## src/pkg/dbs_pkg.sv

```systemverilog
// constants and types for the start/stop support block: dc braking,
// speed search and the general-purpose delay timer.
// assumes a single 200 MHz core clock and settings held outside as plain ports.
package dbs_pkg;

  // clock and tick timing
  localparam int unsigned CLK_HZ         = 200_000_000;
  localparam int unsigned TICK_10MS_S100 = 1;            // 0.01 s, braking unit
  localparam int unsigned TICK_100MS_S10 = 1;            // 0.1 s, timer unit
  localparam int unsigned CYC_10MS       = CLK_HZ / 100 * TICK_10MS_S100;
  localparam int unsigned CYC_100MS      = CLK_HZ / 10 * TICK_100MS_S10;

  // settings after reset, limits and function codes
  localparam logic [6:0]  BRAKE_CUR_RST   = 7'h1E;   // 30 percent
  localparam logic [6:0]  BRAKE_CUR_KNEE  = 7'h1E;   // carrier drop above this
  localparam logic [6:0]  PCT_MAX         = 7'h64;   // 100 percent
  localparam logic [6:0]  SEARCH_CUR_RST  = 7'h50;   // 80 percent
  localparam logic [13:0] BRAKE_TIME_MAX  = 14'h270F; // 99.99 s in 0.01 s
  localparam logic [14:0] TIMER_DLY_MAX   = 15'h7530; // 3000.0 s in 0.1 s
  localparam logic [6:0]  BRAKE_FREQ_RST  = 7'h05;   // 0.5 Hz in 0.1 Hz
  localparam logic [6:0]  BRAKE_FREQ_MAX  = 7'h64;   // 10.0 Hz in 0.1 Hz
  localparam logic [7:0]  FUNC_TIMER_IN   = 8'h34;   // input function 52
  localparam logic [7:0]  FUNC_TIMER_OUT  = 8'h0F;   // output function 15

  // search start point selection
  localparam logic [2:0]  SEARCH_OFF      = 3'h0;
  localparam logic [2:0]  SEARCH_FROM_TOP = 3'h1;
  localparam logic [2:0]  SEARCH_FROM_CMD = 3'h2;

  typedef enum logic [2:0] {
    DBS_IDLE, DBS_START_BRAKE, DBS_SEARCH, DBS_RUN, DBS_STOP_BRAKE
  } dbs_state_t;

endpackage : dbs_pkg

```

## src/hdl/dbs_core.sv

```systemverilog
// start/stop support: dc braking at start and stop, current-type speed
// search, and an on/off delay timer between a digital input and output.
// assumes setting ports are static relative to the clock; run and terminal
// inputs arrive asynchronously and are synchronised here.
`timescale 1ns/1ps
module dbs_core
  import dbs_pkg::*;
#(
  parameter int unsigned CYC_BRAKE_TICK = CYC_10MS,
  parameter int unsigned CYC_TIMER_TICK = CYC_100MS,
  parameter int unsigned FREQ_W         = 12
) (
  // clock and reset
  input  wire logic              core_clk,
  input  wire logic              rst_n,
  // braking settings
  input  wire logic [6:0]        brake_start_freq,
  input  wire logic [6:0]        brake_current_pct,
  input  wire logic [13:0]       brake_time_at_start,
  input  wire logic [13:0]       brake_time_at_stop,
  input  wire logic [6:0]        min_output_freq,
  input  wire logic              stop_method_select,
  // speed search settings and feedback
  input  wire logic [2:0]        speed_search_select,
  input  wire logic [6:0]        speed_search_current_pct,
  input  wire logic [6:0]        measured_current_pct,
  input  wire logic [FREQ_W-1:0] output_freq,
  input  wire logic [FREQ_W-1:0] max_freq,
  input  wire logic [FREQ_W-1:0] freq_command,
  // run command, asynchronous
  input  wire logic              run_cmd,
  // timer terminals
  input  wire logic [7:0]        input_terminal_function,
  input  wire logic [7:0]        output_terminal_function,
  input  wire logic              digital_input_terminal,
  input  wire logic [14:0]       timer_on_delay,
  input  wire logic [14:0]       timer_off_delay,
  // drive-side outputs
  output logic                   dc_brake_active,
  output logic [6:0]             dc_brake_level,
  output logic                   carrier_low,
  output logic                   search_active,
  output logic [FREQ_W-1:0]      search_freq,
  output logic                   search_done,
  output logic                   output_enable,
  output logic                   relay_output_terminal,
  output logic                   timer_active
);

  ////////////////////////////////////////////////////////////////////////
  // state record
  typedef struct packed {
    logic [1:0]        run_sync;
    logic [1:0]        tin_sync;
    logic [31:0]       brk_div;
    logic [31:0]       tmr_div;
    dbs_state_t        state;
    logic [13:0]       brk_cnt;
    logic [FREQ_W-1:0] sfreq;
    logic              sdone;
    logic              tin_last;
    logic [14:0]       tmr_cnt;
    logic              tout;
    logic              brake_on;
    logic [6:0]        blevel;
    logic              carr_low;
  } dbs_reg_t;

  dbs_reg_t r;
  dbs_reg_t next_r;

  // percentage clipped to 100
  function automatic logic [6:0] dbs_clip_pct(input logic [6:0] v);
    dbs_clip_pct = (v > PCT_MAX) ? PCT_MAX : v;
  endfunction : dbs_clip_pct

  ////////////////////////////////////////////////////////////////////////
  logic              run_s;
  logic              tin_s;
  logic              brk_tick;
  logic              tmr_tick;
  logic              tmr_enabled;
  logic [6:0]        eff_start_freq;
  logic [6:0]        cur_thr;

  assign run_s    = r.run_sync[1];
  assign tin_s    = r.tin_sync[1];
  assign brk_tick = (r.brk_div == CYC_BRAKE_TICK - 1);
  assign tmr_tick = (r.tmr_div == CYC_TIMER_TICK - 1);
  assign cur_thr  = dbs_clip_pct(speed_search_current_pct);
  assign tmr_enabled = (input_terminal_function == FUNC_TIMER_IN) &&
                       (output_terminal_function == FUNC_TIMER_OUT);
  assign eff_start_freq = (brake_start_freq < min_output_freq) ? min_output_freq
                        : ((brake_start_freq > BRAKE_FREQ_MAX) ? BRAKE_FREQ_MAX
                                                               : brake_start_freq);

  ////////////////////////////////////////////////////////////////////////
  // next-state logic
  always_comb begin
    next_r = r;
    // two-flop synchronisers, first stage read only by the second
    next_r.run_sync = {r.run_sync[0], run_cmd};
    next_r.tin_sync = {r.tin_sync[0], digital_input_terminal};
    // free-running tick dividers
    next_r.brk_div = brk_tick ? 32'h0 : r.brk_div + 32'h1;
    next_r.tmr_div = tmr_tick ? 32'h0 : r.tmr_div + 32'h1;

    next_r.blevel   = dbs_clip_pct(brake_current_pct);
    next_r.carr_low = (dbs_clip_pct(brake_current_pct) > BRAKE_CUR_KNEE);

    unique case (r.state)
      DBS_IDLE: begin
        next_r.brake_on = 1'b0;
        if (run_s) begin
          next_r.brk_cnt = 14'h0;
          next_r.sdone   = 1'b0;
          if (brake_time_at_start != 14'h0) begin
            next_r.state    = DBS_START_BRAKE;
            next_r.brake_on = 1'b1;
          end else if (speed_search_select == SEARCH_FROM_TOP ||
                       speed_search_select == SEARCH_FROM_CMD) begin
            next_r.state = DBS_SEARCH;
            next_r.sfreq = (speed_search_select == SEARCH_FROM_TOP) ? max_freq
                                                                    : freq_command;
          end else begin
            next_r.state = DBS_RUN;
          end
        end
      end
      DBS_START_BRAKE: begin
        // timed start braking in 0.01 s ticks
        if (brk_tick)
          next_r.brk_cnt = r.brk_cnt + 14'h1;
        if (!run_s) begin
          next_r.state    = DBS_IDLE;
          next_r.brake_on = 1'b0;
        end else if (r.brk_cnt >= brake_time_at_start ||
                     r.brk_cnt >= BRAKE_TIME_MAX) begin
          next_r.brake_on = 1'b0;
          next_r.state    = DBS_RUN;   // motor held still, no search needed
        end
      end
      DBS_SEARCH: begin
        // search ends when current drops below threshold
        if (!run_s) begin
          next_r.state = DBS_IDLE;
        end else if (measured_current_pct < cur_thr) begin
          next_r.sdone = 1'b1;
          next_r.state = DBS_RUN;
        end else if (brk_tick && r.sfreq != '0) begin
          next_r.sfreq = r.sfreq - {{(FREQ_W-1){1'b0}}, 1'b1};
        end
      end
      DBS_RUN: begin
        // ramp stop braking below start frequency
        if (!run_s) begin
          next_r.brk_cnt = 14'h0;
          if (stop_method_select)
            next_r.state = DBS_IDLE;            // coast: no stop braking
          else if (output_freq < FREQ_W'(eff_start_freq)) begin
            if (brake_time_at_stop != 14'h0) begin
              next_r.state    = DBS_STOP_BRAKE;
              next_r.brake_on = 1'b1;
            end else begin
              next_r.state = DBS_IDLE;
            end
          end
        end
      end
      DBS_STOP_BRAKE: begin
        if (brk_tick)
          next_r.brk_cnt = r.brk_cnt + 14'h1;
        if (run_s || r.brk_cnt >= brake_time_at_stop ||
            r.brk_cnt >= BRAKE_TIME_MAX) begin
          next_r.brake_on = 1'b0;
          next_r.state    = DBS_IDLE;
        end
      end
    endcase

    // timer counts ticks, restart on input change
    next_r.tin_last = tin_s;
    if (!tmr_enabled) begin
      next_r.tmr_cnt = 15'h0;
      next_r.tout    = 1'b0;
    end else if (tin_s != r.tin_last) begin
      next_r.tmr_cnt = 15'h0;
    end else if (tin_s != r.tout) begin
      // on-delay, off-delay; zero delay switches at once
      if (r.tmr_cnt >= (tin_s ? timer_on_delay : timer_off_delay) ||
          r.tmr_cnt >= TIMER_DLY_MAX) begin
        next_r.tout    = tin_s;
        next_r.tmr_cnt = 15'h0;
      end else if (tmr_tick) begin
        next_r.tmr_cnt = r.tmr_cnt + 15'h1;
      end
    end else begin
      next_r.tmr_cnt = 15'h0;
    end
  end

  ////////////////////////////////////////////////////////////////////////
  // state register
  always_ff @(posedge core_clk or negedge rst_n) begin
    if (!rst_n) begin
      r          <= '0;
      r.state    <= DBS_IDLE;
      r.blevel   <= BRAKE_CUR_RST;
    end else begin
      r <= next_r;
    end
  end

  ////////////////////////////////////////////////////////////////////////
  // outputs, all from flops except search_active, output_enable and timer_active
  assign dc_brake_active       = r.brake_on;
  assign dc_brake_level        = r.blevel;
  assign carrier_low           = r.carr_low;
  assign search_active         = (r.state == DBS_SEARCH);
  assign search_freq           = r.sfreq;
  assign search_done           = r.sdone;
  assign output_enable         = (r.state != DBS_IDLE);
  assign relay_output_terminal = r.tout;
  assign timer_active          = tmr_enabled;

endmodule : dbs_core

```

## config.mk

```make
export PLATFORM = sky130hd
export DESIGN_NAME = dbs_core
export DESIGN_NICKNAME = d
export VERILOG_FILES = /design/src/pkg/dbs_pkg.sv /design/src/hdl/dbs_core.sv
export SDC_FILE = /design/constraint.sdc
export NUM_CORES = 1
export LEC_CHECK = 0
export BUFFER_PORTS_ARGS = -buffer_cell sky130_fd_sc_hd__buf_2
export CORE_ASPECT_RATIO = 0.8
export CORE_MARGIN = 5
export CORE_UTILIZATION = 50
export DETAILED_ROUTE_END_ITERATION = 6
export GPL_TIMING_DRIVEN = 0
export HOLD_SLACK_MARGIN = 0.03
export PLACE_DENSITY = 0.77
export REMOVE_ABC_BUFFERS = 1
export SETUP_SLACK_MARGIN = 0.1
export SYNTH_ARGS = -nofsm -noshare
export SYNTH_HDL_FRONTEND = slang
export SYNTH_SLANG_ARGS = --single-unit
```

## constraint.sdc

```tcl
create_clock -name core_clk -period 2.8 [get_ports core_clk]
set_clock_uncertainty 0.1 [all_clocks]
set_input_delay 0.14 -clock core_clk [delete_from_list [all_inputs] [get_ports core_clk]]
set_output_delay 0.14 -clock core_clk [all_outputs]
set_load 0.02 [all_outputs]
```

# == Word level (Yosys, flattened, before mapping) ==
# Cells that the tools add are included.
# totals
regBits,124
latch_bits,0
mem_bits_rw,0
romBits,0
in_bits,153
output_inout_bits,26
word_cells,133
memories,0
# classes
addsub,5
multipliers,0
n_div,0
order_cmp,12
eq_ne,32
shift,0
mux,48
n_bitwise,0
n_reduce_logical,22
# ops
operator,count
$mux 15,5
$add 32x1->32 const B,2
$mux 32,2
$mux 12,5
$pmux 14 s3,1
$eq 32x21->1 const B,1
$eq 32x25->1 const B,1
$mux 30,1
$ge 14x14->1,2
$mux 7,4
$reduce_bool 14->1,2
$mux 3,9
$pmux 13 s2,1
$gt 7x7->1 const B,3
$ne 2x2->1 const B,10
$mux 17,1
$mux 16,1
$add 15x1->15 const B,1
$ge 15x15->1,1
$ge 15x15->1 const B,1
$pmux 3 s5,1
$add 14x1->14 const B,1
$ge 14x14->1 const B,1
$lt 7x7->1,2
other kinds (29),60

# == Depth between registers and ports, before layout ==
# Gate-level depths: netlist of run 1.
# depth
ltp_word,8
ltp_mapped,15
mapped_depth_nobuf,14

# == Least setup slack after synthesis of run 1 ==
# Ideal clock, no wire load.
# synth_timing
kind,register to register
from,"register r, in the netlist next_r[25]"
to,register r[12] (netlist bit)
setup_ns,0.073
arrival_time_ns,2.976
required_ns,2.627
path_slack_ns,-0.348
path_stages_with_launch,13
path_buffers,3
synth_period_minus_slack_ns,3.148
path_cell_list,dfrtp_1 > clkbuf_1 > clkbuf_1 > mux2i_1 > ha_1 > a21o_1 > a21o_1 > a21oi_1 > o22ai_1 > a211oi_1 > nand3_1 > clkbuf_1 > nor2_1
# synth_via
elab_chain_len,7
elab_cells_between_ends,10
cone_classes,1 x order compare; 3 x eq/ne; 5 x mux; 1 x reduce/logical
# synth_rtl
element,line_no,source
start: declaration,dbs_core.sv:69,dbs_reg_t r;
start signal: assignment,dbs_core.sv:210,r <= next_r;
$mux 15,dbs_core.sv:190,if (r.tmr_cnt >= (tin_s ? timer_on_delay : timer_off_delay) ||
$ge 15x15->1,dbs_core.sv:190,
$logic_or 1x1->1,dbs_core.sv:190,
$mux 15,dbs_core.sv:190,
$mux 15,dbs_core.sv:188,end else if (tin_s != r.tout) begin
$mux 15,dbs_core.sv:186,end else if (tin_s != r.tin_last) begin
$mux 16,dbs_core.sv:183,if (!tmr_enabled) begin
# Parallel ways exist; a longest one is shown, timed or not.
# A chain may end at the register's enable or synchronous reset.

# == Worst setup path in the final report of run 1 ==
# layout_timing
from,"register r, in the netlist search_freq[1]"
to,"register r, in the netlist search_freq[10]"
# layout_via
elab_chain_len,5
elab_cells_between_ends,9
cone_classes,1 x add/sub; 1 x eq/ne; 4 x mux; 3 x reduce/logical
# layout_rtl
element,line_no,source
$sub 12x1->12,dbs_core.sv:151,"next_r.sfreq = r.sfreq - {{(FREQ_W-1){1'b0}}, 1'b1};"
$mux 12,dbs_core.sv:150,end else if (brk_tick && r.sfreq != '0) begin
$mux 12,dbs_core.sv:147,end else if (measured_current_pct < cur_thr) begin
$mux 13,dbs_core.sv:145,if (!run_s) begin
$pmux 13 s2,dbs_core.sv:111,unique case (r.state)
# Parallel ways exist; a longest one is shown, timed or not. The select of a mux whose other input is x is not followed.

==> flow_summary_export.csv, run 1 <==
group,metric,value,unit
cts,clk_latency,0.41,ns
synthesis,synth_flop_cell,"dfrtp_1",
synthesis,ys_seq_area_share,38.3,%
routing,drtIter0Drc,461,
final_layout,drive_gt1_share,28.9,%
setup_path,cp_max_fo,8,
setup_path,reg2reg_depth,10,
final_layout,diodes,0,
synthesis,yosys.area.top_type,"dfrtp_1",
cts,clk_pin_slew,0.06,ns
power_and_ir_drop,power.total,5.05,mW
setup_path,critPathLaunchType,"flop",
grt,grt_pass1_wl,34.4,mm
grt,grt_start_max_net_pins,77,
cts,clock-sinks,124,
timing,rsz0062_at_grt,"yes",
grt,grt_util_all_layers,21.8,%
timing,min_period,2.79,ns
power_and_ir_drop,vdd_drop_max,0.518,mV
synthesis,syn_area,8110,um2
routing,routed_wl,21.3,mm
floorplan,placementRows,41,
floorplan,io_pins,179,
synthesis,synth-warning-count,0,
floorplan,start_util,51.1,%
floorplan,die_x,152,um
placed_design,port_buffers,178,
routing,dr.pass1.iters,6,
synthesis,synth-edff-count,0,
floorplan,die_h,124,um
setup_path,crit_chain,"inv_2, ha_4, nand2b_4, or4_4, or4b_4, o31a_1, a31oi_4, nor2_4, a21oi_2, a21oi_2",
synthesis,synth_cell_type_count,69,
placed_design,gp_congestion,0.919,
setup_path,r2r_setup_slack,0.008,ns
synthesis,synth_top_area_share,37.0,%
setup_path,cp.required,2.99,ns
placed_design,placed_cell_area,9090,um2
power_and_ir_drop,p_leak,5.09,nW
synthesis,syn_inst,893,
final_layout,fill_cells,1238,
final_layout,fin_cells,1348,
floorplan,fp.dieArea,18900,um2
placed_design,hpwl,14.4,mm
synthesis,synth_area_per_cell,9.08,um2
power_and_ir_drop,p_clk_share,40.9,%
power_and_ir_drop,p_seq_share,37.9,%
power_and_ir_drop,power_density,475,nW/um2
grt,gr-total-overflow,0,
placed_design,post-place-ws,-0.878,ns
setup_path,crit_path_end,"search_freq[10]",
routing,ant_nets,0,
setup_path,r2r-start,"search_freq[1]",
grt,grt_pass1_vias,7340,
timing,drv_slew,0,
hold_path,hold_class,"in2reg",
cts,cts.path.max_buffers,2,
timing,hold_viol,0,
setup_path,end_kind,"flop",
setup_path,slowest_stage,"or4b_4",
power_and_ir_drop,switchingPower,1.55,mW
synthesis,ys_top_cells_by_area,"dfrtp_1 37%, ha_1 10%, xnor2_1 4.4%",
timing,tightest_slew,0.843,ns
timing,slew_headroom,43.5,%
floorplan,core,15900,um2
job,maxCapViolations,0,
routing,via_per_inst,5.54,
run_status,status,"finished clean",
cts,cts_buffers,17,
final_layout,final_cell_area,10600,um2
final_layout,area_delta_synth_final,31.2,%
timing,setup_slack,0.00837,ns
timing,timing.fmax,0.358,GHz
final_layout,nets,1340,
power_and_ir_drop,p_sw_share,30.8,%
setup_path,r2r-end,"search_freq[10]",
setup_path,cp_data_arrival_time,2.98,ns
routing,routedWlPerCell,15.8,um
power_and_ir_drop,p_int,3.50,mW
power_and_ir_drop,combPwrFrac,21.2,%
timing,min_period_over_period,99.7,%
cts,tritoncts,"done",
routing,drcViolationCount,0,
grt,antenna_found_initial,0,
routing,vias,7469,
setup_path,crit_path_frequent_cell,"a21oi_2",
synthesis,async_flop_share,100,%
setup_path,slowest_delay,0.50,ns
final_layout,utilization,67.1,%
timing,setup_violations,0,
setup_path,path_class,"reg2reg",
cts,htreeDepth,4,
synthesis,ys_ff_latch,124,
placed_design,dp.cells,1251,
cts,cts_root_buf,"clkbuf_16",
setup_path,crit_start,"search_freq[1]",
## how the worst min path moves through the flow
stage / depth (start not counted) / end / start
4_1_cts: 4 / relay_output_terminal / output_terminal_function[7]
6_report: 4 / relay_output_terminal / output_terminal_function[6]
2_1_floorplan: 0 / carrier_low / rst_n
5_1_grt: 4 / relay_output_terminal / output_terminal_function[7]
3_5_place_dp: 1 / r[23] / rst_n
3_3_place_gp: 1 / next_r[123] / run_cmd
## synth_stat cells, types with 11 or more instances
cell      count
a211oi_1     12
a21oi_1      38
buf_4        19
nand2_1      89
dfrtp_1     120
xor2_1       35
clkbuf_1     15
mux2i_1      18
ha_1         67
inv_1        47
nor2b_1      11
xnor2_1      41
and3_1       21
nand4_1      20
nor4_1       16
nor2_1       83
nand3_1      51
o21ai_0      48
## routing by layer
metal  vias to the layer above  track usage [%]  share of wire [%]
met5                         -                0                  0
met3                        36             3.96                5.2
met1                      3561             28.8                 44
met2                       227             37.2                 49
met4                         0             6.68                1.9
li1                       3645                -                  -
## flip-flops by register name, indices dropped and copies added, names as in the netlist
name and flops:
r 98, search_freq 12, dc_brake_level 7, next_r 3, carrier_low 1, dc_brake_active 1
relay_output_terminal 1, search_done 1
## placed cells by master (no fill, tap or decap), types with 4 or more instances in the layout
cell type / netlist / routed
nand2b_1: 8 / 8
a21oi_1: 38 / 30
dlygate4sd3_1: 0 / 29
and3_1: 21 / 20
clkinvlp_4: 0 / 7
buf_2: 1 / 177
clkbuf_16: 0 / 18
a32o_1: 6 / 6
nand2_1: 89 / 89
nand4_1: 20 / 20
nor2_1: 83 / 67
o21ai_1: 0 / 5
clkinv_2: 0 / 4
inv_1: 47 / 45
a21o_1: 10 / 10
nand3_1: 51 / 48
ha_1: 67 / 64
a31oi_1: 6 / 4
buf_4: 19 / 30
nor3_1: 8 / 8
and4_1: 7 / 7
nor4_1: 16 / 14
nor2_4: 0 / 15
xor2_1: 35 / 35
a21oi_2: 0 / 7
dfstp_2: 4 / 4
xnor2_1: 41 / 41
o21ai_0: 48 / 38
nor2b_1: 11 / 11
and2_1: 5 / 5
dfrtp_1: 120 / 116
mux2i_1: 18 / 17
a211oi_1: 12 / 9
or3_1: 8 / 8
o211ai_1: 5 / 5
o21ai_2: 0 / 4
## final cells by class
type | instances | area (um2) | share of cell area [%]
clock buffers | 18 | 429 | 4.04
clock inverters | 14 | 124 | 1.16
inverters | 48 | 181 | 1.71
multi-input cells | 686 | 4980 | 46.9
flip-flops and latches | 124 | 3120 | 29.3
well taps | 215 | 269 | 2.53
repair buffers | 243 | 1530 | 14.4
## metrics by stage
stage / TNS [ns] / hold WS, ns
global placement: -39.46 / 0.148
CTS: 0 / 0.0331
detailed placement: -23.67 / 0.0146
global route: -1.00 / 0.0550
floorplan: -5.72 / -0.256
finish: 0 / 0.0448
## kinds of logic after synthesis
kind of cell	count (synthesis)	synth area share, %
mux	19	2.36
xor+xnor	76	8.21
flops	124	38.3
simple gates	361	23.0
compound gates	162	12.9
buf+inv	84	4.88
fa+ha+maj	67	10.3
## power by group through the flow
| stage | clock, mW | combinational [mW] | sequential [mW] |
|---|---|---|---|
| global placement | 0 | 0.856 | 1.94 |
| detailed placement | 0 | 0.880 | 1.94 |
| floorplan | 0 | 0.518 | 1.95 |
| finish | 2.07 | 1.07 | 1.91 |
| global route | 2.19 | 1.18 | 1.92 |
| CTS | 2.10 | 0.986 | 1.91 |
## critical path: cells and delay by family (launching register included)
family,cells,cell delay (ns)
and+or+nand+nor,4,1.11
DFF,1,0.38
AOI/OAI and AO/OA,4,0.81
adders and majority gates,1,0.16
buffers and inverters,1,0.09
## repair_timing
item | 4_1_cts | 5_1_grt
gates cloned | 1 | 1
buffers inserted | 19 | 15
gates resized for setup | 34 | 72
pin swaps | 13 | 44
hold buffers | 29 | 0
endpoints found under the setup margin | 42 | 43
hold endpoints to repair | 70 | 0
Power figures use the tool's default switching activity.
==> run 2, diff against run 1 <==
==> constraint.sdc (replaced) <==
create_clock -name core_clk -period 2.8 [get_ports core_clk]
set_clock_uncertainty 0.1 [all_clocks]
set_input_delay 0.14 -clock core_clk [delete_from_list [all_inputs] [get_ports core_clk]]
set_output_delay 0.14 -clock core_clk [all_outputs]
set_load 0.1 [all_outputs]
==> run 2 against run 1 <==
  * Worst hold slack improved by 0.00064 ns
  * First-iteration DRC count fell by 7.6%
  * Via count up 0.63%
  * Total power increased by 4.0%
  * Die area unchanged
  * Critical path depth is 2 lower
  * Final area about the same
  * Non-clock buffer count grew 2
  * Combinational power up 19%
  * Core utilization increased by 0.055 points
  * Critical endpoint is now search_freq[8]
  * Largest cell class unchanged
  * Largest power group unchanged
==> flow_summary_export.csv, run 2 (same netlist as run 1, synthesis figures left out) <==
group,metric,value,unit
run_status,status,"finished clean",
floorplan,placementRows,41,
floorplan,start_util,51.1,%
cts,tritoncts,"done",
timing,setup_violations,0,
final_layout,drive_gt1_share,28.6,%
hold_path,whs_endpoint,"relay_output_terminal",
cts,clock-sinks,124,
floorplan,io_pins,179,
routing,vias,7516,
final_layout,final_cell_mix,"177 x buf_2, 116 x dfrtp_1, 89 x nand2_1",
power_and_ir_drop,power.total,5.25,mW
cts,clk_pin_slew,0.06,ns
final_layout,area_delta_synth_final,31.3,%
power_and_ir_drop,power_density,493,nW/um2
timing,rsz0062_at_grt,"yes",
timing,slew_headroom,46.1,%
setup_path,end_kind,"flop",
setup_path,cp.required,3.00,ns
hold_path,hold_class,"in2reg",
routing,drcViolationCount,0,
power_and_ir_drop,p_sw_share,33.5,%
placed_design,hpwl,14.4,mm
final_layout,utilization,67.1,%
cts,cts_buffers,17,
final_layout,fill_cells,1236,
power_and_ir_drop,switchingPower,1.76,mW
final_layout,regMostFlops,"r",
job,maxCapViolations,0,
power_and_ir_drop,p_clk_share,39.4,%
timing,hold_viol,0,
routing,drtIter0Drc,426,
cts,htreeDepth,4,
setup_path,reg2reg_depth,8,
timing,min_period_over_period,99.4,%
hold_path,hp-start,"output_terminal_function[6]",
routing,via_per_inst,5.57,
final_layout,nets,1342,
timing,fin_setup_tns,0,ns
routing,routed_wl,21.4,mm
floorplan,core,15900,um2
routing,ant_nets,0,
final_layout,diodes,0,
final_layout,largest_reg_flops,98,
setup_path,path_class,"reg2reg",
setup_path,cp_max_fo,8,
routing,dr.pass1.iters,4,
setup_path,cp_data_arrival_time,2.98,ns
setup_path,critPathLaunchType,"flop",
grt,gr-total-overflow,0,
final_layout,final_common_cell,"buf_2",
cts,cts_root_buf,"clkbuf_16",
timing,tightest_slew,0.804,ns
grt,grt_pass1_wl,34.5,mm
setup_path,r2r_setup_slack,0.02,ns
setup_path,r2r-end,"search_freq[8]",
setup_path,r2r-start,"r[95]",
power_and_ir_drop,vdd_drop_max,0.520,mV
placed_design,gp_congestion,0.919,
power_and_ir_drop,combPwrFrac,24.2,%
power_and_ir_drop,p_seq_share,36.4,%
floorplan,fp.dieArea,18900,um2
grt,antenna_found_initial,0,
routing,routedWlPerCell,15.9,um
grt,grt_util_all_layers,21.9,%
cts,clk_latency,0.41,ns
final_layout,seqCellArea,3120,um2
grt,grt_pass1_vias,7374,
hold_path,hold_depth,4,
timing,drv_slew,0,
power_and_ir_drop,p_int,3.49,mW
power_and_ir_drop,p_leak,5.11,nW
timing,hold_ws,0.0454,ns
floorplan,die_x,152,um
final_layout,multi_input_area,4970,um2
grt,grt_start_max_net_pins,77,
placed_design,port_buffers,178,
timing,min_period,2.78,ns
timing,timing.fmax,0.359,GHz
floorplan,die_h,124,um
cts,cts.path.max_buffers,2,
[run 2: cell count changes in the layout (fill, tap and decap cells not counted), sizes merged]
cell,previous run,this run
buf,213,215
[run 2: worst max-delay path, cell delays in order (launching register included)]
cell     delay, ns
dfrtp_1       0.38
or4_4         0.56
or3_4         0.41
nor3_4        0.22
o31a_1        0.24
a31oi_4       0.14
nor2_4        0.32
o21ai_2       0.10
a22o_1        0.21
[run 2: power groups by stage]
stage	logic (mW)	registers, mW	clock network [mW]
detailed placement	1.09	1.94	0
global route	1.38	1.92	2.19
global placement	1.06	1.94	0
floorplan	0.593	2.08	0
finish	1.27	1.91	2.07
CTS	1.19	1.91	2.10
[run 2: worst max-delay path by stage]
stage	startpoint	to	slack, ns
global route	next_r[25]	r[22]	-0.09
CTS	r[101]	search_freq[8]	0.02
global placement	next_r[25]	r[22]	-0.72
floorplan	output_terminal_function[5]	r[16]	-2.75
finish	r[95]	search_freq[8]	0.02
detailed placement	next_r[25]	r[22]	-0.88
[run 2: repair_timing]
| item | 4_1_cts | 5_1_grt |
|---|---|---|
| endpoints found under the hold margin | 70 | 0 |
| hold buffers | 29 | 0 |
| pin swaps | 13 | 39 |
| cloned | 1 | 1 |
| setup endpoints to repair | 42 | 43 |
| setup buffers | 22 | 14 |
| gates resized for setup | 35 | 68 |
[run 2: per-layer routing]
| layer | GRT usage (%) | share of wire [%] | vias to the layer above |
|---|---|---|---|
| li1 | - | - | 3650 |
| met1 | 28.9 | 44 | 3591 |
| met2 | 37.4 | 49 | 237 |
| met3 | 3.99 | 5.6 | 38 |
| met4 | 6.79 | 2.0 | 0 |
| met5 | 0 | 0 | - |
[run 2: final cells by class]
| cell class | count | share of cell area [%] |
|---|---|---|
| multi-input cells | 686 | 46.7 |
| repair buffers | 245 | 14.6 |
| well taps | 215 | 2.53 |
| flip-flops and latches | 124 | 29.3 |
| clock buffers | 18 | 4.03 |
| inverters | 48 | 1.70 |
| clock inverters | 14 | 1.16 |
[run 2: metrics by stage]
stage / instances / worst slack (ns) / cell area (um2)
CTS: 1335 / 0.0231 / 10200
global placement: 1250 / -0.725 / 9050
detailed placement: 1251 / -0.878 / 9090
global route: 1350 / -0.0888 / 10600
floorplan: 857 / -2.75 / 7890
finish: 1350 / 0.0158 / 10600
